[src/rtl/lzb_regs.vh]
// Purpose: constants for the logic/zero-branch execution slice
// Assumes: big-endian bit numbering of the word, bit 0 is the MSB
// Notes: field positions given as Verilog LSB-0 indices
`ifndef LZB_REGS_VH
`define LZB_REGS_VH

// ----------------------------------------
// Instruction fields
// ----------------------------------------
`define LZB_OPC_HI 31
`define LZB_OPC_LO 26
`define LZB_RD_HI 25
`define LZB_RD_LO 21
`define LZB_RA_HI 20
`define LZB_RA_LO 16
`define LZB_RB_HI 15
`define LZB_RB_LO 11
`define LZB_IMM_HI 15
`define LZB_IMM_LO 0
`define LZB_DBIT 25
`define LZB_COND_HI 23
`define LZB_COND_LO 21

// ----------------------------------------
// Opcodes
// ----------------------------------------
`define LZB_OP_AND 6'h21
`define LZB_OP_ANDN 6'h23
`define LZB_OP_ANDI 6'h29
`define LZB_OP_ANDNI 6'h2B
`define LZB_OP_BCC 6'h27
`define LZB_OP_BCCI 6'h2F
`define LZB_OP_IMM 6'h2C

// ----------------------------------------
// Branch conditions
// ----------------------------------------
`define LZB_CND_EQ 3'h0
`define LZB_CND_GT 3'h4
`define LZB_CND_GE 3'h5

// ----------------------------------------
// Latencies in cycles, and the PC step in bytes
// ----------------------------------------
`define LZB_LAT_ONE 2'h1
`define LZB_LAT_DLY 2'h2
`define LZB_LAT_NODLY 2'h3
`define LZB_PC_STEP 32'h0000_0004

`endif

[src/rtl/lzb_regfile.v]
// Purpose: 32 x 32 register file, two read ports, one write port
// Assumes: read data registered; register zero reads as zero
// Notes: a write on the read edge is passed through to the read
`timescale 1ns/1ns
module lzb_regfile #(
    parameter WIDTH = 32,
    parameter DEPTH = 32,
    parameter AW = 5
) (
    // Clock
    input wire ref_clk,
    // Write port
    input wire wrEn,
    input wire [AW-1:0] wrAddr,
    input wire [WIDTH-1:0] wrData,
    // Read ports
    input wire [AW-1:0] rdAddrA,
    input wire [AW-1:0] rdAddrB,
    output reg [WIDTH-1:0] rdDataA,
    output reg [WIDTH-1:0] rdDataB
);

    reg [WIDTH-1:0] mem [0:DEPTH-1];

    // Read select: zero register forced, same-edge write passed through,
    // so a dependent op issued right after a write sees the new value
    function [WIDTH-1:0] rdSel;
        input [AW-1:0] addr;
        begin
            if (addr == {AW{1'b0}}) begin
                rdSel = {WIDTH{1'b0}};
            end else if (wrEn && addr == wrAddr) begin
                rdSel = wrData;
            end else begin
                rdSel = mem[addr];
            end
        end
    endfunction

    // Registered reads and the write port
    always @(posedge ref_clk) begin
        if (wrEn && wrAddr != {AW{1'b0}}) begin
            mem[wrAddr] <= wrData;
        end
        rdDataA <= rdSel(rdAddrA);
        rdDataB <= rdSel(rdAddrB);
    end

endmodule

[src/rtl/lzb_exec.v]
// Purpose: executes AND family and zero-test branches
// Assumes: one instruction offered per instrValid, held until instrReady
// Notes: reads operands one cycle, then executes; branches may stall
// Notes on behaviour
// - AND of two registers into destination
// - AND with sign-extended literal, one cycle
// - AND with complemented second register
// - AND with complemented sign-extended literal
// - Literal sign-extends unless upper prefix precedes
// - Register branch: pc plus register, else four
// - Immediate branch: pc plus literal, else four
// - Equal branch taken when source is zero
// - Nonnegative branch taken when source at least zero
// - Positive branch taken when source above zero
// - Delay bit lets next instruction complete
// - Register branch costs one, two, three cycles
// - Immediate branch latency includes prediction outcome
// - Register format: opcode, three fields, zeros
// - Immediate format: literal in low sixteen bits
`timescale 1ns/1ns
`include "lzb_regs.vh"
module lzb_exec #(
    parameter RESET_PC = 32'h0000_0000
) (
    // Clock and reset
    input wire ref_clk,
    input wire reset,
    // Instruction stream
    input wire instrValid,
    input wire [31:0] instrWord,
    input wire predictTaken,
    output wire instrReady,
    // Architectural state
    output reg [31:0] pcOut_r,
    output reg carryFlag_r,
    output reg execDone_r,
    output reg [1:0] latency_r,
    output reg delaySlotOpen_r,
    output reg flushNext_r,
    output reg illegalOp_r,
    // Register file write port for checking
    output reg rfWrEn_r,
    output reg [4:0] rfWrAddr_r,
    output reg [31:0] rfWrData_r
);

    // ----------------------------------------
    // States
    // ----------------------------------------
    localparam ST_IDLE = 3'b001;
    localparam ST_EXEC = 3'b010;
    localparam ST_WAIT = 3'b100;

    reg [2:0] state_r, state_nxt;
    reg [31:0] instr_r;
    reg predict_r;
    reg [1:0] waitCnt_r, waitCnt_nxt;
    reg immPend_r;
    reg [15:0] immHigh_r;
    wire [31:0] opA, opB;

    // Condition test on signed source
    function condTrue;
        input [2:0] cond;
        input [31:0] val;
        begin
            case (cond)
                `LZB_CND_EQ: condTrue = (val == 32'h0000_0000);
                `LZB_CND_GE: condTrue = ~val[31];
                `LZB_CND_GT: condTrue = ~val[31] &&
                    (val != 32'h0000_0000);
                default: condTrue = 1'b0;
            endcase
        end
    endfunction

    // ----------------------------------------
    // Operand fetch
    // ----------------------------------------
    lzb_regfile #(.WIDTH(32), .DEPTH(32), .AW(5)) u_lzb_regfile (
        .ref_clk(ref_clk),
        .wrEn(rfWrEn_r),
        .wrAddr(rfWrAddr_r),
        .wrData(rfWrData_r),
        .rdAddrA(instrWord[`LZB_RA_HI:`LZB_RA_LO]),
        .rdAddrB(instrWord[`LZB_RB_HI:`LZB_RB_LO]),
        .rdDataA(opA),
        .rdDataB(opB)
    );

    // ----------------------------------------
    // Decode of held instruction
    // ----------------------------------------
    wire [5:0] opc = instr_r[`LZB_OPC_HI:`LZB_OPC_LO];
    wire [4:0] rd = instr_r[`LZB_RD_HI:`LZB_RD_LO];
    wire [15:0] lit = instr_r[`LZB_IMM_HI:`LZB_IMM_LO];
    wire [31:0] immVal = immPend_r ? {immHigh_r, lit} :
        {{16{lit[15]}}, lit};
    wire dBit = instr_r[`LZB_DBIT];
    wire isBr = (opc == `LZB_OP_BCC) || (opc == `LZB_OP_BCCI);
    wire taken = condTrue(instr_r[`LZB_COND_HI:`LZB_COND_LO], opA);
    wire [31:0] brOff = (opc == `LZB_OP_BCCI) ? immVal : opB;
    reg [1:0] lat;

    // Branch latency selection
    always @* begin
        if (!taken) begin
            lat = (opc == `LZB_OP_BCCI && predict_r) ?
                `LZB_LAT_NODLY : `LZB_LAT_ONE;
        end else if (opc == `LZB_OP_BCCI && predict_r) begin
            lat = `LZB_LAT_ONE;
        end else begin
            lat = dBit ? `LZB_LAT_DLY : `LZB_LAT_NODLY;
        end
    end

    assign instrReady = (state_r == ST_IDLE);

    // Next state
    always @* begin
        state_nxt = state_r;
        waitCnt_nxt = waitCnt_r;
        case (state_r)
            ST_IDLE: begin
                if (instrValid) begin
                    state_nxt = ST_EXEC;
                end
            end
            ST_EXEC: begin
                if (isBr && lat != `LZB_LAT_ONE) begin
                    state_nxt = ST_WAIT;
                    waitCnt_nxt = lat - `LZB_LAT_ONE;
                end else begin
                    state_nxt = ST_IDLE;
                end
            end
            ST_WAIT: begin
                waitCnt_nxt = waitCnt_r - 2'h1;
                if (waitCnt_r == 2'h1) begin
                    state_nxt = ST_IDLE;
                end
            end
            default: state_nxt = ST_IDLE;
        endcase
    end

    // ----------------------------------------
    // Execute and state update
    // ----------------------------------------
    always @(posedge ref_clk) begin
        if (reset) begin
            state_r <= ST_IDLE;
            instr_r <= 32'h0000_0000;
            predict_r <= 1'b0;
            waitCnt_r <= 2'h0;
            immPend_r <= 1'b0;
            immHigh_r <= 16'h0000;
            pcOut_r <= RESET_PC;
            carryFlag_r <= 1'b0;
            execDone_r <= 1'b0;
            latency_r <= 2'h0;
            delaySlotOpen_r <= 1'b0;
            flushNext_r <= 1'b0;
            illegalOp_r <= 1'b0;
            rfWrEn_r <= 1'b0;
            rfWrAddr_r <= 5'h00;
            rfWrData_r <= 32'h0000_0000;
        end else begin
            state_r <= state_nxt;
            waitCnt_r <= waitCnt_nxt;
            execDone_r <= 1'b0;
            rfWrEn_r <= 1'b0;
            if (state_r == ST_IDLE && instrValid) begin
                instr_r <= instrWord;
                predict_r <= predictTaken;
            end
            // Carry flag is never written here
            carryFlag_r <= carryFlag_r;
            if (state_r == ST_EXEC) begin
                execDone_r <= 1'b1;
                latency_r <= isBr ? lat : `LZB_LAT_ONE;
                illegalOp_r <= 1'b0;
                immPend_r <= 1'b0;
                delaySlotOpen_r <= 1'b0;
                flushNext_r <= 1'b0;
                rfWrAddr_r <= rd;
                pcOut_r <= pcOut_r + `LZB_PC_STEP;
                case (opc)
                    `LZB_OP_AND: begin
                        rfWrEn_r <= 1'b1;
                        rfWrData_r <= opA & opB;
                    end
                    `LZB_OP_ANDN: begin
                        rfWrEn_r <= 1'b1;
                        rfWrData_r <= opA & ~opB;
                    end
                    `LZB_OP_ANDI: begin
                        rfWrEn_r <= 1'b1;
                        rfWrData_r <= opA & immVal;
                    end
                    `LZB_OP_ANDNI: begin
                        rfWrEn_r <= 1'b1;
                        rfWrData_r <= opA & ~immVal;
                    end
                    `LZB_OP_IMM: begin
                        immPend_r <= 1'b1;
                        immHigh_r <= lit;
                    end
                    `LZB_OP_BCC, `LZB_OP_BCCI: begin
                        if (taken) begin
                            pcOut_r <= pcOut_r + brOff;
                            delaySlotOpen_r <= dBit;
                            flushNext_r <= ~dBit;
                        end
                    end
                    default: illegalOp_r <= 1'b1;
                endcase
            end
        end
    end

endmodule

[config.mk]
export PLATFORM = sky130hd
export DESIGN_NAME = lzb_exec
export DESIGN_NICKNAME = d
export VERILOG_FILES = /design/src/rtl/lzb_regfile.v /design/src/rtl/lzb_exec.v
export VERILOG_INCLUDE_DIRS = /design/src /design/src/rtl
export SDC_FILE = /design/constraint.sdc
export NUM_CORES = 2
export LEC_CHECK = 0
export BUFFER_PORTS_ARGS = -buffer_cell sky130_fd_sc_hd__buf_4
export CORE_MARGIN = 4
export CORE_UTILIZATION = 45
export CTS_BUF_LIST = sky130_fd_sc_hd__clkbuf_2 sky130_fd_sc_hd__clkbuf_4 sky130_fd_sc_hd__clkbuf_8
export CTS_CLUSTER_DIAMETER = 100
export DETAILED_ROUTE_END_ITERATION = 8
export PLACE_DENSITY_LB_ADDON = 0.15
export SLEW_MARGIN = 5
export SYNTH_ARGS = -nofsm -noshare
export SYNTH_HDL_FRONTEND = slang
export SYNTH_SLANG_ARGS = --single-unit
[constraint.sdc]
create_clock -name ref_clk -period 6 [get_ports ref_clk]
set_input_delay 1.2 -clock ref_clk [delete_from_list [all_inputs] [get_ports ref_clk]]
set_output_delay 1.2 -clock ref_clk [all_outputs]
set_load 0.05 [all_outputs]
# Word-level counts from Yosys, hierarchy flattened
# Memories as Yosys holds them, arrays and structs flattened. A register that Yosys moved wholly into a read port is not among the register bits.
# Index checks and enable logic that the tools add are counted.
# totals
reg_bits,131
out_inout_bits,78
elab_cells,95
ram_bits,1024
inputBits,36
mem_count,1
# mem_list
name,words,word_bits,read_ports,rd_ports_with_merged_regs,wr,line_no,rtl
u_lzb_regfile.mem,32,32,2,2,1,lzb_regfile.v:23,reg [WIDTH-1:0] mem [0:DEPTH-1];
# classes
n_eq_ne,17
addsub,4
reduce_logical,22
bitwise,9
n_mux,27
# op_table
op,count
$and 32x32->32,4
$mux 32,4
$pmux 32 s4,1
$not 32->32,2
$eq 6x6->1 const B,7
$add 32x3->32 const B,1
$add 32x32->32,1
$logic_not 32->1,1
$reduce_bool 32->1,1
$mux 1,11
$logic_not 5->1,2
$mux 2,5
$eq 3x3->1 const B,3
$mux 3,3
$pmux 3 s3,1
$reduce_and 2->1,4
$reduce_or 7->1,1
$ne 2x2->1 const B,3
$logic_and 1x1->1,5
$reduce_bool 5->1,1
$pmux 2 s2,1
$reduce_bool 4->1,1
$reduce_or 2->1,2
$reduce_or 4->1,1
10 further kinds,13

# Logic depth before layout (Yosys ltp)
# logic_depth
ltp_word,8
ltp_mapped,16
ltp_nobuf,15

# Cells and area by module
# A second synthesis with hierarchy kept.
# unflattened
hier_cells,4207
area_unflattened_um2,58592.4
# modules_own_cells
mod,area_per_inst_um2,seq_area_each_um2,instances,cells_per_inst
lzb_regfile,50154.4,32030.7,1,3060
lzb_exec,8438.1,2522.4,1,1147

# Least setup slack after synthesis
# OpenSTA, ideal clock, no wires.
# synth_path
path_kind,register -> register
startpoint,register instr_r[27]
endpoint,register pcOut_r[22]
synth_period_minus_slack_ns,3.738
path_stages_with_launch,17
slack_ns,2.262
n_path_buf,3
t_required_ns,5.885
setup_time_ns,0.115
t_arrival_ns,3.623
cell_sequence,dfxtp_1 > clkbuf_1 > nand4_1 > clkbuf_1 > clkbuf_1 > nand2_1 > nand2_1 > ha_1 > fa_1 > a211oi_2 > nor2_2 > a21o_2 > a211oi_4 > a21oi_2 > o21a_1 > or4b_1 > and3_1
# synth_between
elab_chain_cells,5
elab_cells_between_ends,7
classes_between,1 x add/sub; 2 x eq/ne; 3 x mux; 1 x reduce/logical
# synth_lines
element,line_no,rtl
start: declaration,lzb_exec.v:55,reg [31:0] instr_r;
start signal: assignment,lzb_exec.v:174,instr_r <= instrWord;
$eq 6x6->1,lzb_exec.v:188,case (opc)
$mux 32,lzb_exec.v:102,wire [31:0] brOff = (opc == `LZB_OP_BCCI) ? immVal : opB;
$add 32x32->32,lzb_exec.v:211,pcOut_r <= pcOut_r + brOff;
$mux 32,lzb_exec.v:210,if (taken) begin
$mux 32 (*),lzb_exec.v:188,
end signal: assignment,lzb_exec.v:187,pcOut_r <= pcOut_r + `LZB_PC_STEP;
end signal: assignment,lzb_exec.v:211,
end: declaration,lzb_exec.v:34,"output reg [31:0] pcOut_r,"
# Every way passes the cells marked *; elsewhere a longest branch is shown, timed or not.
# A chain may end at the register's enable or synchronous reset.

# Final worst setup path
# layout_path
startpoint,register instr_r[30]
endpoint,register pcOut_r[22]
# The elaborated chain is that of the path after synthesis.

==> run_results.csv <==
group,metric,value,unit
sta,rsz0062_at_grt,"no",
critical_path,crit_top_cell,"nand2_1",
hold_path,hp-start,"instr_r[24]",
floorplanning,fp.coreArea,126200,um2
sta,finalCriticalPeriod,4.052,ns
drt,wl_per_cell,33.71,um
critical_path,cp-start-kind,"flop",
critical_path,crit_chain,"and3b_1 > nand4_1 > clkinv_1 > nand2_1 > nand2_1 > ha_1 > fa_1 > a211oi_2 > nor2_2 > a21o_2 > a211oi_4 > a21oi_2 > o21a_1 > or4b_1 > and3_1",
clock_network,postCtsSetupRepairBufs,0,
critical_path,cp_slowest_stage_delay,0.48,ns
layout,final_util,0.5166,
hold_path,min_path_type,"flop to flop",
drt,detail-route-antenna-nets,0,
critical_path,cp_max_fo,17,
placement,io_buffer_count,112,
hold_path,holdPathEnd,"rfWrAddr_r[3]",
sta,finalSetupViolations,0,
drt,viasPerCell,6.592,
critical_path,rr_startpoint,"instr_r[30]",
logic_synthesis,ys_ff_latch,1214,
clock_network,cts_tree,"done",
hold_path,whs_path_depth,2,
critical_path,reg2reg_slack,1.95,ns
sta,final.period_utilization,0.6754,
logic_synthesis,synth-seq-area-share,0.6007,
power_and_ir_drop,cellPowerDensity,285.3,nW/um2
critical_path,r2r_cells,15,
layout,synthToLayoutAreaGrowth,13.36,%
layout,seqCellArea,34560,um2
floorplanning,rows,130,
clock_network,cts_resized,0,
layout,n_fill_cell,10197,
logic_synthesis,yosysTopAreaCell,"edfxtp_1",
critical_path,crit_type,"flop to flop",
logic_synthesis,syn_avg_cell_area,16.30,um2
drt,vias,36654,
logic_synthesis,yosysMostFrequentCell,"edfxtp_1",
layout,multi_input_area,22130,um2
global_route,grt_usage,0.2815,
clock_network,cts_buffers,204,
sta,tightest_slew,1.284,ns
placement,dpl.hpwl,109100,um
logic_synthesis,synth_edf_count,1024,
clock_network,htree_levels,4,
critical_path,cp.required,6.82,ns
drt,drt_iter0_markers,4364,
sta,slew_violations,0,
floorplanning,io_pins,114,
logic_synthesis,synth_common_cells,"edfxtp_1 (1024), mux4_2 (548), nand2_1 (237)",
drt,finalWirelength,187400,um
layout,final_layout_size_suffix_gt1_frac,0.3145,
critical_path,r2r-end,"pcOut_r[22]",
logic_synthesis,yosys_warnings,0,
job,maxCapViolations,0,
floorplanning,die_x,365.5,um
floorplanning,die_area,133600,um2
logic_synthesis,async_flop_share,0,
placement,gp_congestion,0.8593,
floorplanning,initial_utilization,0.4557,
clock_network,cts_buffer_depth,3,
sta,fin_worst_skew,0.05282,ns
sta,relSlewSlack,0.1422,
clock_network,clk_pin_slew,0.06,ns
drt,drc,0,
logic_synthesis,yosys-top-cells-area,"edfxtp_1 (53%), mux4_2 (21%), dfxtp_1 (6.6%)",
sta,setup_tns,0,ns
global_route,grt_pass1_wl,267900,um
clock_network,cts_hold_buf,0,
logic_synthesis,yosysTopAreaCellShare,0.5346,
logic_synthesis,syn_area,57520,um2
critical_path,cp-end-kind,"flop",
clock_network,clock_sinks,1214,
clock_network,insertion_delay,0.93,ns
global_route,grt_max_degree,81,
clock_network,cts-root-buf,"clkbuf_8",
sta,fmax,246.8,MHz
layout,nets,3808,
logic_synthesis,synth_flop_cell,"edfxtp_1",
critical_path,crit_slowest_cell,"fa_1",
logic_synthesis,yosysUniqueCellTypes,78,
sta,hold_viol,0,
floorplanning,die_y,365.5,um
drt,first_pass_iters,8,
power_and_ir_drop,ir_drop,197.6,uV
critical_path,arrival,4.88,ns
global_route,antenna_found_initial,2,
global_route,gr-total-overflow,0,
global_route,grt_pass1_vias,37300,
power_and_ir_drop,leakage,21.96,nW
logic_synthesis,synthCells,3529,
outcome,status,"complete, no violations",
-- stage by stage --
stage          instances  total power [mW]  hold slack [ns]  setup WS (ns)  cell area [um2]
2_1_floorplan       3561             10.34           0.4322          2.262            57640
3_3_place_gp        5178             10.80           0.4483          1.588            60770
3_5_place_dp        5178             10.82           0.4458          1.595            60770
4_1_cts             5558             18.70           0.4537          1.962            65200
5_1_grt             5559             19.22           0.4848          1.764            65200
6_report            5560             18.60           0.4662          1.948            65200
-- flip-flops by register name (all words and copies together) (netlist names), 3 cells and up --
name / flops
u_lzb_regfile.mem: 1024
u_lzb_regfile.rdDataB: 32
state_r: 3
rfWrData_r: 32
rfWrAddr_r: 5
instr_r: 27
immHigh_r: 16
u_lzb_regfile.rdDataA: 32
pcOut_r: 32
-- cells by family (layout without fill, tap and decap cells) --
family,after synthesis,in the layout,synth area share
DFF,1214,1214,0.6007
muxes,761,761,0.2525
and+or+nand+nor,630,630,0.04949
AOI/OAI and AO/OA,565,565,0.06228
buffers and inverters,287,634,0.02154
adders and majority gates,38,38,0.008397
xor gates and xnor gates,33,33,0.005025
other,1,35,0.00006520
-- cell usage in the layout (no fill, tap or decap), drive strengths merged, types with 22 or more instances in the layout --
| master | n |
|---|---|
| edfxtp | 1024 |
| mux4 | 548 |
| clkbuf | 295 |
| buf | 238 |
| nand2 | 237 |
| nor2 | 192 |
| dfxtp | 190 |
| mux2i | 178 |
| a21oi | 176 |
| o21ai | 122 |
| a211oi | 74 |
| clkinv | 63 |
| nand3 | 49 |
| ha | 37 |
| o211ai | 36 |
| mux2 | 35 |
| o22ai | 34 |
| conb | 33 |
| a221oi | 26 |
| nor4 | 26 |
| nor3 | 22 |
-- worst max-delay path, delay by kind of cell, from the launching register on --
kind                       cells  cell delay [ns]
AOI/OAI and AO/OA              5             1.15
adders and majority gates      2             0.69
buffers and inverters          1             0.41
DFF                            1             0.35
and+or+nand+nor                7             1.37
-- power by group --
group / leakage (nW) / total [mW] / internal (mW) / switching, mW
Combinational: 8.55 / 1.43 / 0.627 / 0.799
Clock: 2.33 / 7.94 / 4.45 / 3.48
Sequential: 11.1 / 9.24 / 9.10 / 0.135
Total: 22.0 / 18.6 / 14.2 / 4.42
-- routing by layer --
layer | share of wire | vias to the layer above | routed length (um) | track usage
met2 | 0.48 | 1968 | 89370 | 0.4542
li1 | - | 14936 | - | -
met1 | 0.39 | 19339 | 73450 | 0.3752
met3 | 0.090 | 411 | 16800 | 0.06153
met4 | 0.042 | 0 | 7786 | 0.1115
met5 | 0 | - | 0 | 0
-- area by class of cell --
class                      count  share of cell area
antenna                        2          0.00007676
clock buffer                 295             0.05690
clock inverter                85             0.01105
inverter                      16           0.0009211
multi-input combinational   2060              0.3394
sequential                  1214              0.5300
tap                         1650             0.03166
timing repair buffer         238             0.03003
-- worst max path at each step --
stage                       start                         to  slack [ns]  cells after the start
global placement    instrWord[11]  u_lzb_regfile.rdDataB[31]        1.59                      9
finish                instr_r[30]                pcOut_r[22]        1.95                     15
CTS                   instr_r[30]                pcOut_r[22]        1.96                     15
global route            immPend_r                pcOut_r[31]        1.76                     13
floorplan             instr_r[27]                pcOut_r[22]        2.26                     16
detailed placement  instrWord[11]  u_lzb_regfile.rdDataB[31]        1.60                      9
Power figures use the tool's default switching activity.
